--- src/core/dlpc_cfg.svh ---
`ifndef DLPC_CFG_SVH
`define DLPC_CFG_SVH
// Select code fields.
`define DLPC_SEL_COLOUR_LSB 0
`define DLPC_SEL_GROUP_LSB 2
// Select code for driver disabled mode.
`define DLPC_SEL_OFF 4'h0
// Width of each drive toggle phase, in clock cycles.
`define DLPC_TOGGLE_CYC 2
// Pulse width limit reset value per colour, in clock cycles.
`define DLPC_PW_LIMIT_RST 16'h0400
// Comparator holdoff reset value, in clock cycles.
`define DLPC_HOLDOFF_RST 16'h0040
// Controller wait after pulse end and before first release, in cycles.
`define DLPC_CTRL_WAIT_RST 16'h0020
`define DLPC_CTRL_PRE_RST 16'h0010
// Controller register offsets.
`define DLPC_REG_CTRL 4'h0
`define DLPC_REG_SEL 4'h1
`define DLPC_REG_COUNT 4'h2
`define DLPC_REG_PRE 4'h3
`define DLPC_REG_WAIT 4'h4
`define DLPC_REG_STATUS 4'h5
`endif

--- src/core/dlpc_pkg.sv ---
package dlpc_pkg;
  // Colour decoded from the low two select bits.
  typedef enum logic [1:0] {
    DLPC_BLANK = 2'h0,
    DLPC_RED = 2'h1,
    DLPC_GREEN = 2'h2,
    DLPC_BLUE = 2'h3
  } dlpc_colour_t;
endpackage

--- src/core/dlpc_link_if.sv ---
`timescale 1ns/1ps
`default_nettype none
interface dlpc_link_if;
  logic pulse_mode_en;
  logic shunt_req;
  logic [3:0] led_select_code;
  logic photo_compare_out;
  modport device (
    input pulse_mode_en, shunt_req, led_select_code,
    output photo_compare_out
  );
  modport ctrl (
    output pulse_mode_en, shunt_req, led_select_code,
    input photo_compare_out
  );
endinterface
`default_nettype wire

--- src/core/dlpc_device.sv ---
`timescale 1ns/1ps
`default_nettype none
`include "dlpc_cfg.svh"
module dlpc_device
  import dlpc_pkg::*;
#(
  parameter int TW = 16,
  parameter int DACW = 10
) (
  // Clock and reset.
  input wire logic clock,
  input wire logic rst,
  // Link to the controller.
  dlpc_link_if.device link,
  // Raw photo comparator from the analogue front end.
  input wire logic photo_cmp_raw,
  // Settings: width limits per colour, holdoff, low brightness.
  input wire logic [3*TW-1:0] pw_limit,
  input wire logic [TW-1:0] compare_holdoff_time,
  input wire logic low_bright_mode,
  // Settings: peak current per colour, threshold per group and colour.
  input wire logic [3*DACW-1:0] peak_cfg,
  input wire logic [12*DACW-1:0] thresh_cfg,
  // Outputs to the power stage.
  output logic low_res_shunt_on,
  output logic led_drive_on,
  output logic offtime_pin,
  output logic [2:0] colour_sel,
  output logic blank_sel,
  output logic [DACW-1:0] peak_limit_dac,
  output logic [DACW-1:0] thresh_dac,
  output logic pulse_timeout
);
  typedef enum logic [2:0] {
    ST_IDLE, ST_CHARGE, ST_TOG_OFF, ST_TOG_ON, ST_LIGHT
  } dlpc_dev_state_t;

  logic [5:0] raw_in;
  logic [5:0] sync_q;
  logic en_s, req_s, cmp_s;
  logic [3:0] sel_s;
  dlpc_dev_state_t state_ff, nxt_state;
  logic req_prev_ff, cmp_prev_ff;
  logic [TW-1:0] pw_cnt_ff, hold_cnt_ff;
  logic [1:0] tog_cnt_ff;
  logic hold_act_ff, cmp_out_ff;
  logic shunt_ff, drive_ff, offtime_pin_ff, tmo_ff, blank_ff;
  logic [2:0] csel_ff;
  logic [DACW-1:0] peak_ff, thr_ff;
  logic [1:0] colour, group;
  logic req_fall, cmp_fall, sel_off, tmo_hit;
  logic [1:0] cidx;

  // All link inputs and the comparator cross into the clock domain.
  assign raw_in = {link.pulse_mode_en, link.shunt_req,
                   link.led_select_code};
  // Idle levels: enable low, shunt request high, select code off.
  dlpc_sync2 #(.WIDTH(6), .RST_VAL(6'h10)) u_sync_link (
    .clock(clock), .rst(rst), .d(raw_in), .q(sync_q)
  );
  dlpc_sync2 #(.WIDTH(1), .RST_VAL(1'b1)) u_sync_cmp (
    .clock(clock), .rst(rst), .d(photo_cmp_raw), .q(cmp_s)
  );
  assign en_s = sync_q[5];
  assign req_s = sync_q[4];
  assign sel_s = sync_q[3:0];

  // Select code decode into colour and group.
  assign colour = sel_s[`DLPC_SEL_COLOUR_LSB +: 2];
  assign group = sel_s[`DLPC_SEL_GROUP_LSB +: 2];
  assign sel_off = (sel_s == `DLPC_SEL_OFF);
  assign cidx = (colour == DLPC_BLANK) ? (group - 2'h1) : (colour - 2'h1);
  assign req_fall = req_prev_ff && !req_s;
  assign cmp_fall = cmp_prev_ff && !cmp_s && !hold_act_ff;
  assign tmo_hit = (state_ff == ST_LIGHT) && (pw_cnt_ff == '0);

  // Edge history for request and comparator.
  always_ff @(posedge clock) begin
    if (rst) begin
      req_prev_ff <= 1'b1;
      cmp_prev_ff <= 1'b1;
    end else begin
      req_prev_ff <= req_s;
      cmp_prev_ff <= cmp_s;
    end
  end

  // Pulse sequencer state register.
  always_ff @(posedge clock) begin
    if (rst) begin
      state_ff <= ST_IDLE;
    end else begin
      state_ff <= nxt_state;
    end
  end

  // Next state for the pulse sequence.
  always_comb begin
    nxt_state = state_ff;
    if (sel_off || !en_s) begin
      nxt_state = ST_IDLE;
    end else begin
      unique case (state_ff)
        ST_IDLE: if (colour != DLPC_BLANK) nxt_state = ST_CHARGE;
        ST_CHARGE: if (req_fall) nxt_state = ST_TOG_OFF;
        ST_TOG_OFF: if (tog_cnt_ff == 2'h0) nxt_state = ST_TOG_ON;
        ST_TOG_ON: if (tog_cnt_ff == 2'h0) nxt_state = ST_LIGHT;
        ST_LIGHT: if (cmp_fall || tmo_hit) nxt_state = ST_CHARGE;
      endcase
    end
  end

  // Toggle phase timer, reloaded on entry to each phase.
  always_ff @(posedge clock) begin
    if (rst) begin
      tog_cnt_ff <= 2'h0;
    end else if (nxt_state != state_ff) begin
      tog_cnt_ff <= 2'(`DLPC_TOGGLE_CYC - 1);
    end else if (tog_cnt_ff != 2'h0) begin
      tog_cnt_ff <= tog_cnt_ff - 2'h1;
    end
  end

  // Pulse width counter, reloaded from the active colour limit.
  always_ff @(posedge clock) begin
    if (rst) begin
      pw_cnt_ff <= '0;
    end else if (state_ff == ST_TOG_ON && nxt_state == ST_LIGHT) begin
      pw_cnt_ff <= pw_limit[cidx*TW +: TW];
    end else if (state_ff == ST_LIGHT && pw_cnt_ff != '0) begin
      pw_cnt_ff <= pw_cnt_ff - 1'b1;
    end
  end

  // Holdoff after the first comparator fall; edges meanwhile ignored.
  always_ff @(posedge clock) begin
    if (rst) begin
      hold_cnt_ff <= '0;
      hold_act_ff <= 1'b0;
    end else if (cmp_fall) begin
      hold_cnt_ff <= compare_holdoff_time;
      hold_act_ff <= (compare_holdoff_time != '0);
    end else if (hold_act_ff) begin
      hold_cnt_ff <= hold_cnt_ff - 1'b1;
      hold_act_ff <= (hold_cnt_ff > 1);
    end
  end

  // Filtered comparator to the controller: low marks pulse end.
  always_ff @(posedge clock) begin
    if (rst) begin
      cmp_out_ff <= 1'b1;
    end else if (cmp_fall || tmo_hit) begin
      cmp_out_ff <= 1'b0;
    end else if (!hold_act_ff && state_ff != ST_LIGHT) begin
      cmp_out_ff <= cmp_s;
    end
  end

  // Shunt, drive and off-time sync outputs.
  always_ff @(posedge clock) begin
    if (rst) begin
      shunt_ff <= 1'b1;
      drive_ff <= 1'b0;
      offtime_pin_ff <= 1'b0;
      tmo_ff <= 1'b0;
    end else begin
      shunt_ff <= !(nxt_state inside {ST_TOG_OFF, ST_TOG_ON, ST_LIGHT});
      drive_ff <= (nxt_state != ST_IDLE) && (nxt_state != ST_TOG_OFF);
      offtime_pin_ff <= !low_bright_mode && (state_ff == ST_LIGHT);
      tmo_ff <= tmo_hit && !cmp_fall;
    end
  end

  // Colour select, blanking and DAC settings by group and colour.
  always_ff @(posedge clock) begin
    if (rst) begin
      csel_ff <= 3'h0;
      blank_ff <= 1'b0;
      peak_ff <= '0;
      thr_ff <= '0;
    end else begin
      csel_ff <= 3'h0;
      blank_ff <= 1'b0;
      if (!sel_off && colour == DLPC_BLANK) begin
        blank_ff <= 1'b1;
      end else if (!sel_off) begin
        csel_ff <= 3'(1 << cidx);
      end
      if (!sel_off) begin
        peak_ff <= peak_cfg[cidx*DACW +: DACW];
        thr_ff <= thresh_cfg[(group*3 + cidx)*DACW +: DACW];
      end
    end
  end
  assign blank_sel = blank_ff;
  // Outputs driven straight from flops.
  assign low_res_shunt_on = shunt_ff;
  assign led_drive_on = drive_ff;
  assign offtime_pin = offtime_pin_ff;
  assign colour_sel = csel_ff;
  assign peak_limit_dac = peak_ff;
  assign thresh_dac = thr_ff;
  assign pulse_timeout = tmo_ff;
  assign link.photo_compare_out = cmp_out_ff;
endmodule
`default_nettype wire

--- src/core/dlpc_sync2.sv ---
`timescale 1ns/1ps
`default_nettype none
module dlpc_sync2 #(
  parameter int WIDTH = 1,
  parameter logic [WIDTH-1:0] RST_VAL = '0
) (
  // Clock and reset.
  input wire logic clock,
  input wire logic rst,
  // Asynchronous input and synchronised output.
  input wire logic [WIDTH-1:0] d,
  output logic [WIDTH-1:0] q
);
  logic [WIDTH-1:0] meta_ff;
  logic [WIDTH-1:0] q_ff;
  // Two flops; the first is read only by the second. Both reset to the
  // idle level of the pin, so no false edge shows after reset.
  always_ff @(posedge clock) begin
    if (rst) begin
      meta_ff <= RST_VAL;
      q_ff <= RST_VAL;
    end else begin
      meta_ff <= d;
      q_ff <= meta_ff;
    end
  end
  assign q = q_ff;
endmodule
`default_nettype wire

--- src/flat_wrapper.sv ---
// flat-port wrapper written by rule: the top's interface ports become plain ports
module dlpc_device_flat import dlpc_pkg::*;
#(
  parameter int TW = 16,
  parameter int DACW = 10
)
  (clock, rst, photo_cmp_raw, pw_limit, compare_holdoff_time, low_bright_mode, peak_cfg, thresh_cfg, low_res_shunt_on, led_drive_on, offtime_pin, colour_sel, blank_sel, peak_limit_dac, thresh_dac, pulse_timeout, link_pulse_mode_en, link_shunt_req, link_led_select_code, link_photo_compare_out);
  dlpc_link_if link_i ();
  input wire logic clock;
  input wire logic rst;
  input wire logic photo_cmp_raw;
  input wire logic [3*TW-1:0] pw_limit;
  input wire logic [TW-1:0] compare_holdoff_time;
  input wire logic low_bright_mode;
  input wire logic [3*DACW-1:0] peak_cfg;
  input wire logic [12*DACW-1:0] thresh_cfg;
  output logic low_res_shunt_on;
  output logic led_drive_on;
  output logic offtime_pin;
  output logic [2:0] colour_sel;
  output logic blank_sel;
  output logic [DACW-1:0] peak_limit_dac;
  output logic [DACW-1:0] thresh_dac;
  output logic pulse_timeout;
  input wire logic [$bits(link_i.pulse_mode_en)-1:0] link_pulse_mode_en;
  input wire logic [$bits(link_i.shunt_req)-1:0] link_shunt_req;
  input wire logic [$bits(link_i.led_select_code)-1:0] link_led_select_code;
  output wire logic [$bits(link_i.photo_compare_out)-1:0] link_photo_compare_out;
  assign link_i.pulse_mode_en = link_pulse_mode_en;
  assign link_i.shunt_req = link_shunt_req;
  assign link_i.led_select_code = link_led_select_code;
  assign link_photo_compare_out = link_i.photo_compare_out;
  dlpc_device #(.TW(TW), .DACW(DACW)) u_core (.clock(clock), .rst(rst), .link(link_i), .photo_cmp_raw(photo_cmp_raw), .pw_limit(pw_limit), .compare_holdoff_time(compare_holdoff_time), .low_bright_mode(low_bright_mode), .peak_cfg(peak_cfg), .thresh_cfg(thresh_cfg), .low_res_shunt_on(low_res_shunt_on), .led_drive_on(led_drive_on), .offtime_pin(offtime_pin), .colour_sel(colour_sel), .blank_sel(blank_sel), .peak_limit_dac(peak_limit_dac), .thresh_dac(thresh_dac), .pulse_timeout(pulse_timeout));
endmodule
--- config.mk ---
export PLATFORM = sky130hd
export DESIGN_NAME = dlpc_device_flat
export DESIGN_NICKNAME = d
export VERILOG_FILES = /design/src/core/dlpc_pkg.sv /design/src/core/dlpc_link_if.sv /design/src/core/dlpc_device.sv /design/src/core/dlpc_sync2.sv /design/src/flat_wrapper.sv
export VERILOG_INCLUDE_DIRS = /design/src /design/src/core
export SDC_FILE = /design/constraint.sdc
export NUM_CORES = 1
export LEC_CHECK = 0
export BUFFER_PORTS_ARGS = -buffer_cell sky130_fd_sc_hd__buf_4
export CAP_MARGIN = 40
export CORE_MARGIN = 8
export CORE_UTILIZATION = 25
export CTS_BUF_LIST = sky130_fd_sc_hd__clkbuf_8
export CTS_CLUSTER_SIZE = 14
export DETAILED_ROUTE_END_ITERATION = 7
export PLACE_DENSITY = 0.48
export SLEW_MARGIN = 30
export SYNTH_ARGS = -nofsm -noshare
export SYNTH_HDL_FRONTEND = slang
export SYNTH_SLANG_ARGS = --single-unit
--- constraint.sdc ---
create_clock -name clock -period 5.1 [get_ports clock]
set_input_delay 1.02 -clock clock [delete_from_list [all_inputs] [get_ports clock]]
set_output_delay 1.02 -clock clock [all_outputs]
set_load 0.02 [all_outputs]
# Word-level counts from Yosys, hierarchy flattened
# Index checks and enable logic that the tools add are counted.
[op_classes]
n_addsub = 6
n_shift = 4
mux = 19
n_eq_ne = 10
n_reduce_logical = 38
mul = 3
n_lt_le_gt_ge = 1
[op_table]
columns = ["op", "n"]
rows = [
  ["$shiftx A120 B33 Y10", 1],
  ["$mux W16", 4],
  ["$shiftx A48 B7 Y16", 1],
  ["$mul A32 B3 Y31 const B", 1],
  ["$reduce_bool A16 Y1", 2],
  ["$sub A16 B1 Y16 const B", 2],
  ["$shiftx A30 B7 Y10", 1],
  ["$mux W3", 6],
  ["$gt A16 B1 Y1 const B", 1],
  ["$logic_not A16 Y1", 1],
  ["$pmux W3 S5", 1],
  ["$eq A3 B2 Y1 const B", 4],
  ["$reduce_bool A2 Y1", 6],
  ["$logic_and A1 B1 Y1", 11],
  ["$logic_not A1 Y1", 8],
  ["$mux W1", 7],
  ["$eq A3 B3 Y1 const B", 2],
  ["$reduce_bool A3 Y1", 2],
  ["$sub A2 B1 Y2 const B", 3],
  ["$add A4 B2 Y5", 1],
  ["$mul A2 B3 Y5 const B", 1],
  ["$logic_not A2 Y1", 2],
  ["$logic_not A4 Y1", 1],
  ["$mul A2 B2 Y4 const B", 1],
  ["other kinds (10)", 11],
]
[totals]
output_inout_bits = 29
inputBits = 224
reg_bits = 83
wordCells = 102

# Longest topological paths before layout
[logic_depth]
word_depth = 10
mapped_depth = 20
depth_no_buf = 17

# Hierarchy
# Synthesis repeated with hierarchy kept, for this count alone.
[unflattened]
cells_unflattened = 565
area_unflattened_um2 = 5305.1
[by_module_without_submodules]
columns = ["module", "area_per_inst_um2", "cells_each", "n_inst"]
rows = [
  ["dlpc_device", 4926.0, 536, 1],
  ["dlpc_sync2 (u_core.u_sync_link)", 326.6, 25, 1],
  ["dlpc_sync2 (u_core.u_sync_cmp)", 52.6, 4, 1],
]

# Worst setup path before layout
# Ideal clock, no wire load.
[synth_path]
kind = "flip-flop to flip-flop"
start = "reg u_core.u_sync_link.q_ff[1], in the netlist u_core.u_sync_link.q[1]"
end = "reg u_core.thr_ff[4], in the netlist u_core.thresh_dac[4]"
path_stages_with_launch = 20
setup_slack_ns = 0.280
synth_period_minus_slack_ns = 4.820
required_time_ns = 5.037
arrival_time_ns = 4.757
cell_sequence = "dfxtp_1 buf_2 inv_1 a21oi_1 buf_2 xnor2_1 fa_1 inv_1 ha_1 fa_1 ha_1 ha_1 inv_1 fa_1 xnor2_1 clkbuf_8 mux4_2 o21ai_0 o211ai_1 nand3_1"
[synth_between]
elab_chain_cells = 5
word_cells_on_any_way = 7
cone_classes = "add/sub (2); mul (1); shift (1); mux (1); reduce/logical (2)"
[synth_rtl]
columns = ["item", "line", "rtl"]
rows = [
  ["from (decl)", "dlpc_sync2.sv:15", "logic [WIDTH-1:0] q_ff;"],
  ["from (signal assigned)", "dlpc_sync2.sv:24", "q_ff <= meta_ff;"],
  ["$logic_not A2 Y1", "dlpc_device.sv:72", "assign cidx = (colour == DLPC_BLANK) ? (group - 2'h1) : (colour - 2'h1);"],
  ["$mux W2", "dlpc_device.sv:72", ""],
  ["named net u_core.cidx[0]", "dlpc_device.sv:52", "logic [1:0] cidx;"],
  ["$add A4 B2 Y5", "dlpc_device.sv:192", "thr_ff <= thresh_cfg[(group*3 + cidx)*DACW +: DACW];"],
  ["$mul A32 B3 Y31", "dlpc_device.sv:192", ""],
  ["$shiftx A120 B33 Y10", "dlpc_device.sv:192", ""],
  ["to (signal assigned)", "dlpc_device.sv:192", ""],
  ["to (decl)", "dlpc_device.sv:49", "logic [DACW-1:0] peak_ff, thr_ff;"],
]
# The timed path passes the listed nets, and every way through them passes these cells.
# A chain may end at the register's enable or synchronous reset.

# Worst setup path after layout
[layout_path]
start = "reg u_core.u_sync_link.q_ff[3], in the netlist u_core.u_sync_link.q[3]"
end = "reg u_core.thr_ff[4], in the netlist u_core.thresh_dac[4]"
[layout_between]
elab_chain_cells = 5
word_cells_on_any_way = 7
cone_classes = "add/sub (2); mul (2); shift (1); mux (1); reduce/logical (1)"
[layout_rtl]
columns = ["item"]
rows = [
  ["parallel branches: the longest is 5 deep, another holds $mul A32 B3 Y31"],
]
# Parallel ways; which one is timed is not known.

==> results.cfg <==
[status]
status = complete, no violations

[floorplan]
dieHeight_um = 204
die_x_um = 204
placementRows = 69
core_mm2 = 0.0351
start_util = 0.251
die_area_mm2 = 0.0416
pin_count = 253

[clock_network]
clock-root-buffer = clkbuf_8
post_cts_buffers = 0
clock_path_buffers = 2
clk_latency_ps = 380
cts_buffers = 9
cts_hold_buffers = 0
post_cts_resized = 0
ctsHtreeMaxLevel = 3
cts_tree = done
cts.reportedPaths.clkPinSlew_ps = 100
cts.sinks = 83

[drt]
routedWlPerCell_um = 20.2
drc_errors = 0
ant_nets = 0
drt_iter0_markers = 585
vias = 8708
drt_pass1_iterations = 5
avgViaCountPerCell = 5.36
wl_mm = 32.8

[worst_setup_path]
crit_path_top_delay_cell = xnor2_2
cp_max_fo = 9
crit_path_start = u_core.u_sync_link.q[3]
crit_path_start_kind = flop
rrSetupSlack_ps = 430
worstReg2RegEnd = u_core.thresh_dac[4]
cp_top_family = adder cells
cp.required_ps = 5430
worstSetupPathType = flop to flop
crit_end = u_core.thresh_dac[4]
end_kind = flop
critPathMaxStageDelay_ps = 640
worstPathArrival_ps = 4990
cp_cell_sequence = inv_1, o21ai_2, xnor2_1, fa_1, inv_1, ha_4, fa_1, ha_1, ha_2, inv_1, fa_1, xnor2_2, mux4_2, o21ai_0, o211ai_1, nand3_1
path_buf_inv = 3
r2r_start = u_core.u_sync_link.q[3]
worst-path-stages = 16
reg2regPathDepth = 16

[synth]
synth_xor_area_frac = 0.0189
synth-compound-area-share = 0.187
yosysUniqueCellTypes = 84
ys_warn_count = 0
ys_ff_latch = 83
syn_nets = 1195
synth-edff-count = 0
synthMuxAreaShare = 0.321
synth.top_cell.area_share = 0.188
synth.avg_cell_area_um2 = 9.23
yosys.area_share.simple = 0.184
syn-instance-count = 956
synth_fa_ha_area_frac = 0.0238
yosys-top-cells-area = dfxtp_1, mux4_2, mux2i_1, mux4_1, nand2_1
synth_top_family_by_area = multiplexers
yosysSeqAreaShare = 0.188
yosysTopAreaCell = dfxtp_1
ys_async_sr_fraction = 0
syn_area_mm2 = 0.00882
synthFlopType = dfxtp_1

[sta]
period_needed_ps = 4670
worstMarginPinSlew_ps = 908
report.final.slew_viol_count = 0
final-hold-violation-count = 0
finalSetupViolCount = 0
rsz0062_at_grt = false
post-route-period-util = 0.915
worst_slack_ps = 434
slew_headroom = 0.395
max_freq_mhz = 214
finalSetupTns_ps = 0
skew_ps = 6.05

[final_layout]
n_antenna_cell = 0
drive_gt1_frac = 0.345
area_growth_pct = 26.2
finalNetCount = 1398

[power_and_ir_drop]
ir_drop_mv = 0.166
p_leak_nw = 4.43
power_density_mw_per_mm2 = 280

[place]
globalplace.congestion = 0.871
place_ws_ps = 457
hpwl_mm = 25.7
io_buffers = 252

[grt]
grt_use_total = 0.152
grt-ovfl-total = 0
antenna_found_initial = 0
grt_max_degree = 131
grt_pass1_vias = 8686
grt_pass1_wl_mm = 50.8

[flow_run]
cap_viol_max_count = 0

[worst_hold_path]
hold_path.class = flop to flop
[cell usage after synthesis (5+ instances only)]
library cell,instances
ha_1,12
nor2_1,67
nand2_1,123
o22ai_1,7
buf_6,9
a211oi_1,48
nand3b_1,7
inv_1,17
a21oi_1,77
o21ai_0,24
a22oi_1,9
nand3_1,21
or2_2,7
xnor2_1,7
mux2_2,12
a21o_1,5
nor2b_1,21
nor3b_1,7
nor3_1,19
and3_1,7
buf_2,19
dfxtp_1,83
clkbuf_1,32
mux4_1,19
mux2i_1,60
a31oi_1,18
mux4_2,71
nand4_1,8
xor2_1,12
o211ai_1,11
nor4_1,9
clkbuf_8,13
[how the worst min path moves through the flow]
stage | slack [ps] | depth (start not counted) | start | to
after floorplan | 390 | 1 | u_core.u_sync_cmp.meta_ff | u_core.u_sync_cmp.q
after global placement | 410 | 1 | u_core.u_sync_link.meta_ff[4] | u_core.u_sync_link.q[4]
after detailed placement | 400 | 1 | u_core.u_sync_link.meta_ff[4] | u_core.u_sync_link.q[4]
after CTS | 430 | 1 | u_core.u_sync_cmp.meta_ff | u_core.u_sync_cmp.q
after global routing | 450 | 1 | u_core.u_sync_cmp.meta_ff | u_core.u_sync_cmp.q
final | 430 | 1 | u_core.u_sync_link.meta_ff[4] | u_core.u_sync_link.q[4]
[kinds of logic after synthesis]
| family | Yosys count |
|---|---|
| mux | 162 |
| compound gates | 248 |
| simple gates | 328 |
| fa+ha+maj | 15 |
| flops | 83 |
| xor+xnor | 19 |
| buf+inv | 101 |
[routing by layer]
layer | up-vias | GRT usage | share of wire
met5 | - | 0 | 0
met4 | 0 | 0.0357 | 0.018
met3 | 35 | 0.0350 | 0.072
met2 | 359 | 0.232 | 0.45
met1 | 4188 | 0.214 | 0.46
li1 | 4126 | - | -
[worst reg2reg max path, cell delays in order, from the launching register on]
cell	delay (ps)
dfxtp_1	410
inv_1	140
o21ai_2	190
xnor2_1	90
fa_1	490
inv_1	60
ha_4	150
fa_1	470
ha_1	330
ha_2	170
inv_1	50
fa_1	440
xnor2_2	640
mux4_2	610
o21ai_0	160
o211ai_1	110
nand3_1	100
[through the flow]
| step | std cells | hold WS [ps] | utilization | cell area (µm²) | power (mW) |
|---|---|---|---|---|---|
| after floorplan | 956 | 389 | - | 8820 | 2.15 |
| after global placement | 1606 | 405 | 0.310 | 10900 | 2.64 |
| after detailed placement | 1606 | 401 | 0.310 | 10900 | 2.65 |
| after CTS | 1622 | 432 | 0.316 | 11100 | 3.13 |
| after global routing | 1625 | 448 | 0.317 | 11100 | 3.32 |
| final | 1625 | 426 | 0.317 | 11100 | 3.12 |
[registers in the layout (all words and copies together) (netlist names), 2 cells and up]
signal and cells:
u_core.colour_sel 3, u_core.hold_cnt_ff 16, u_core.peak_limit_dac 10, u_core.pw_cnt_ff 16, u_core.state_ff 3, u_core.thresh_dac 10, u_core.tog_cnt_ff 2, u_core.u_sync_link.meta_ff 6
u_core.u_sync_link.q 6
[report_power, final]
part	switching [mW]	internal, mW	total (mW)
clock network	0.274	0.193	0.468
logic	1.02	0.884	1.90
registers	0.0416	0.705	0.747
[layout make-up]
| cell class | instances | area (µm²) |
|---|---|---|
| Fill cell | 3723 | 24000 |
| Tap cell | 461 | 577 |
| Multi-Input combinational cell | 772 | 6550 |
| Clock buffer | 10 | 138 |
| Inverter | 18 | 67.6 |
| Timing Repair Buffer | 275 | 2100 |
| Sequential cell | 83 | 1660 |
| Clock inverter | 6 | 48.8 |
[cells in the final DEF, fill, tap and decap left out, types with 9 or more instances in the layout]
cell      count
buf_4       272
nand2_1     123
dfxtp_1      83
a21oi_1      75
mux4_2       71
nor2_1       67
mux2i_1      60
a211oi_1     48
o21ai_0      24
nor2b_1      21
nand3_1      21
nor3_1       19
mux4_1       19
a31oi_1      18
inv_1        17
mux2_2       12
xor2_1       12
o211ai_1     11
clkbuf_8     10
a22oi_1       9
nor4_1        9
Power figures use the tool's default switching activity.
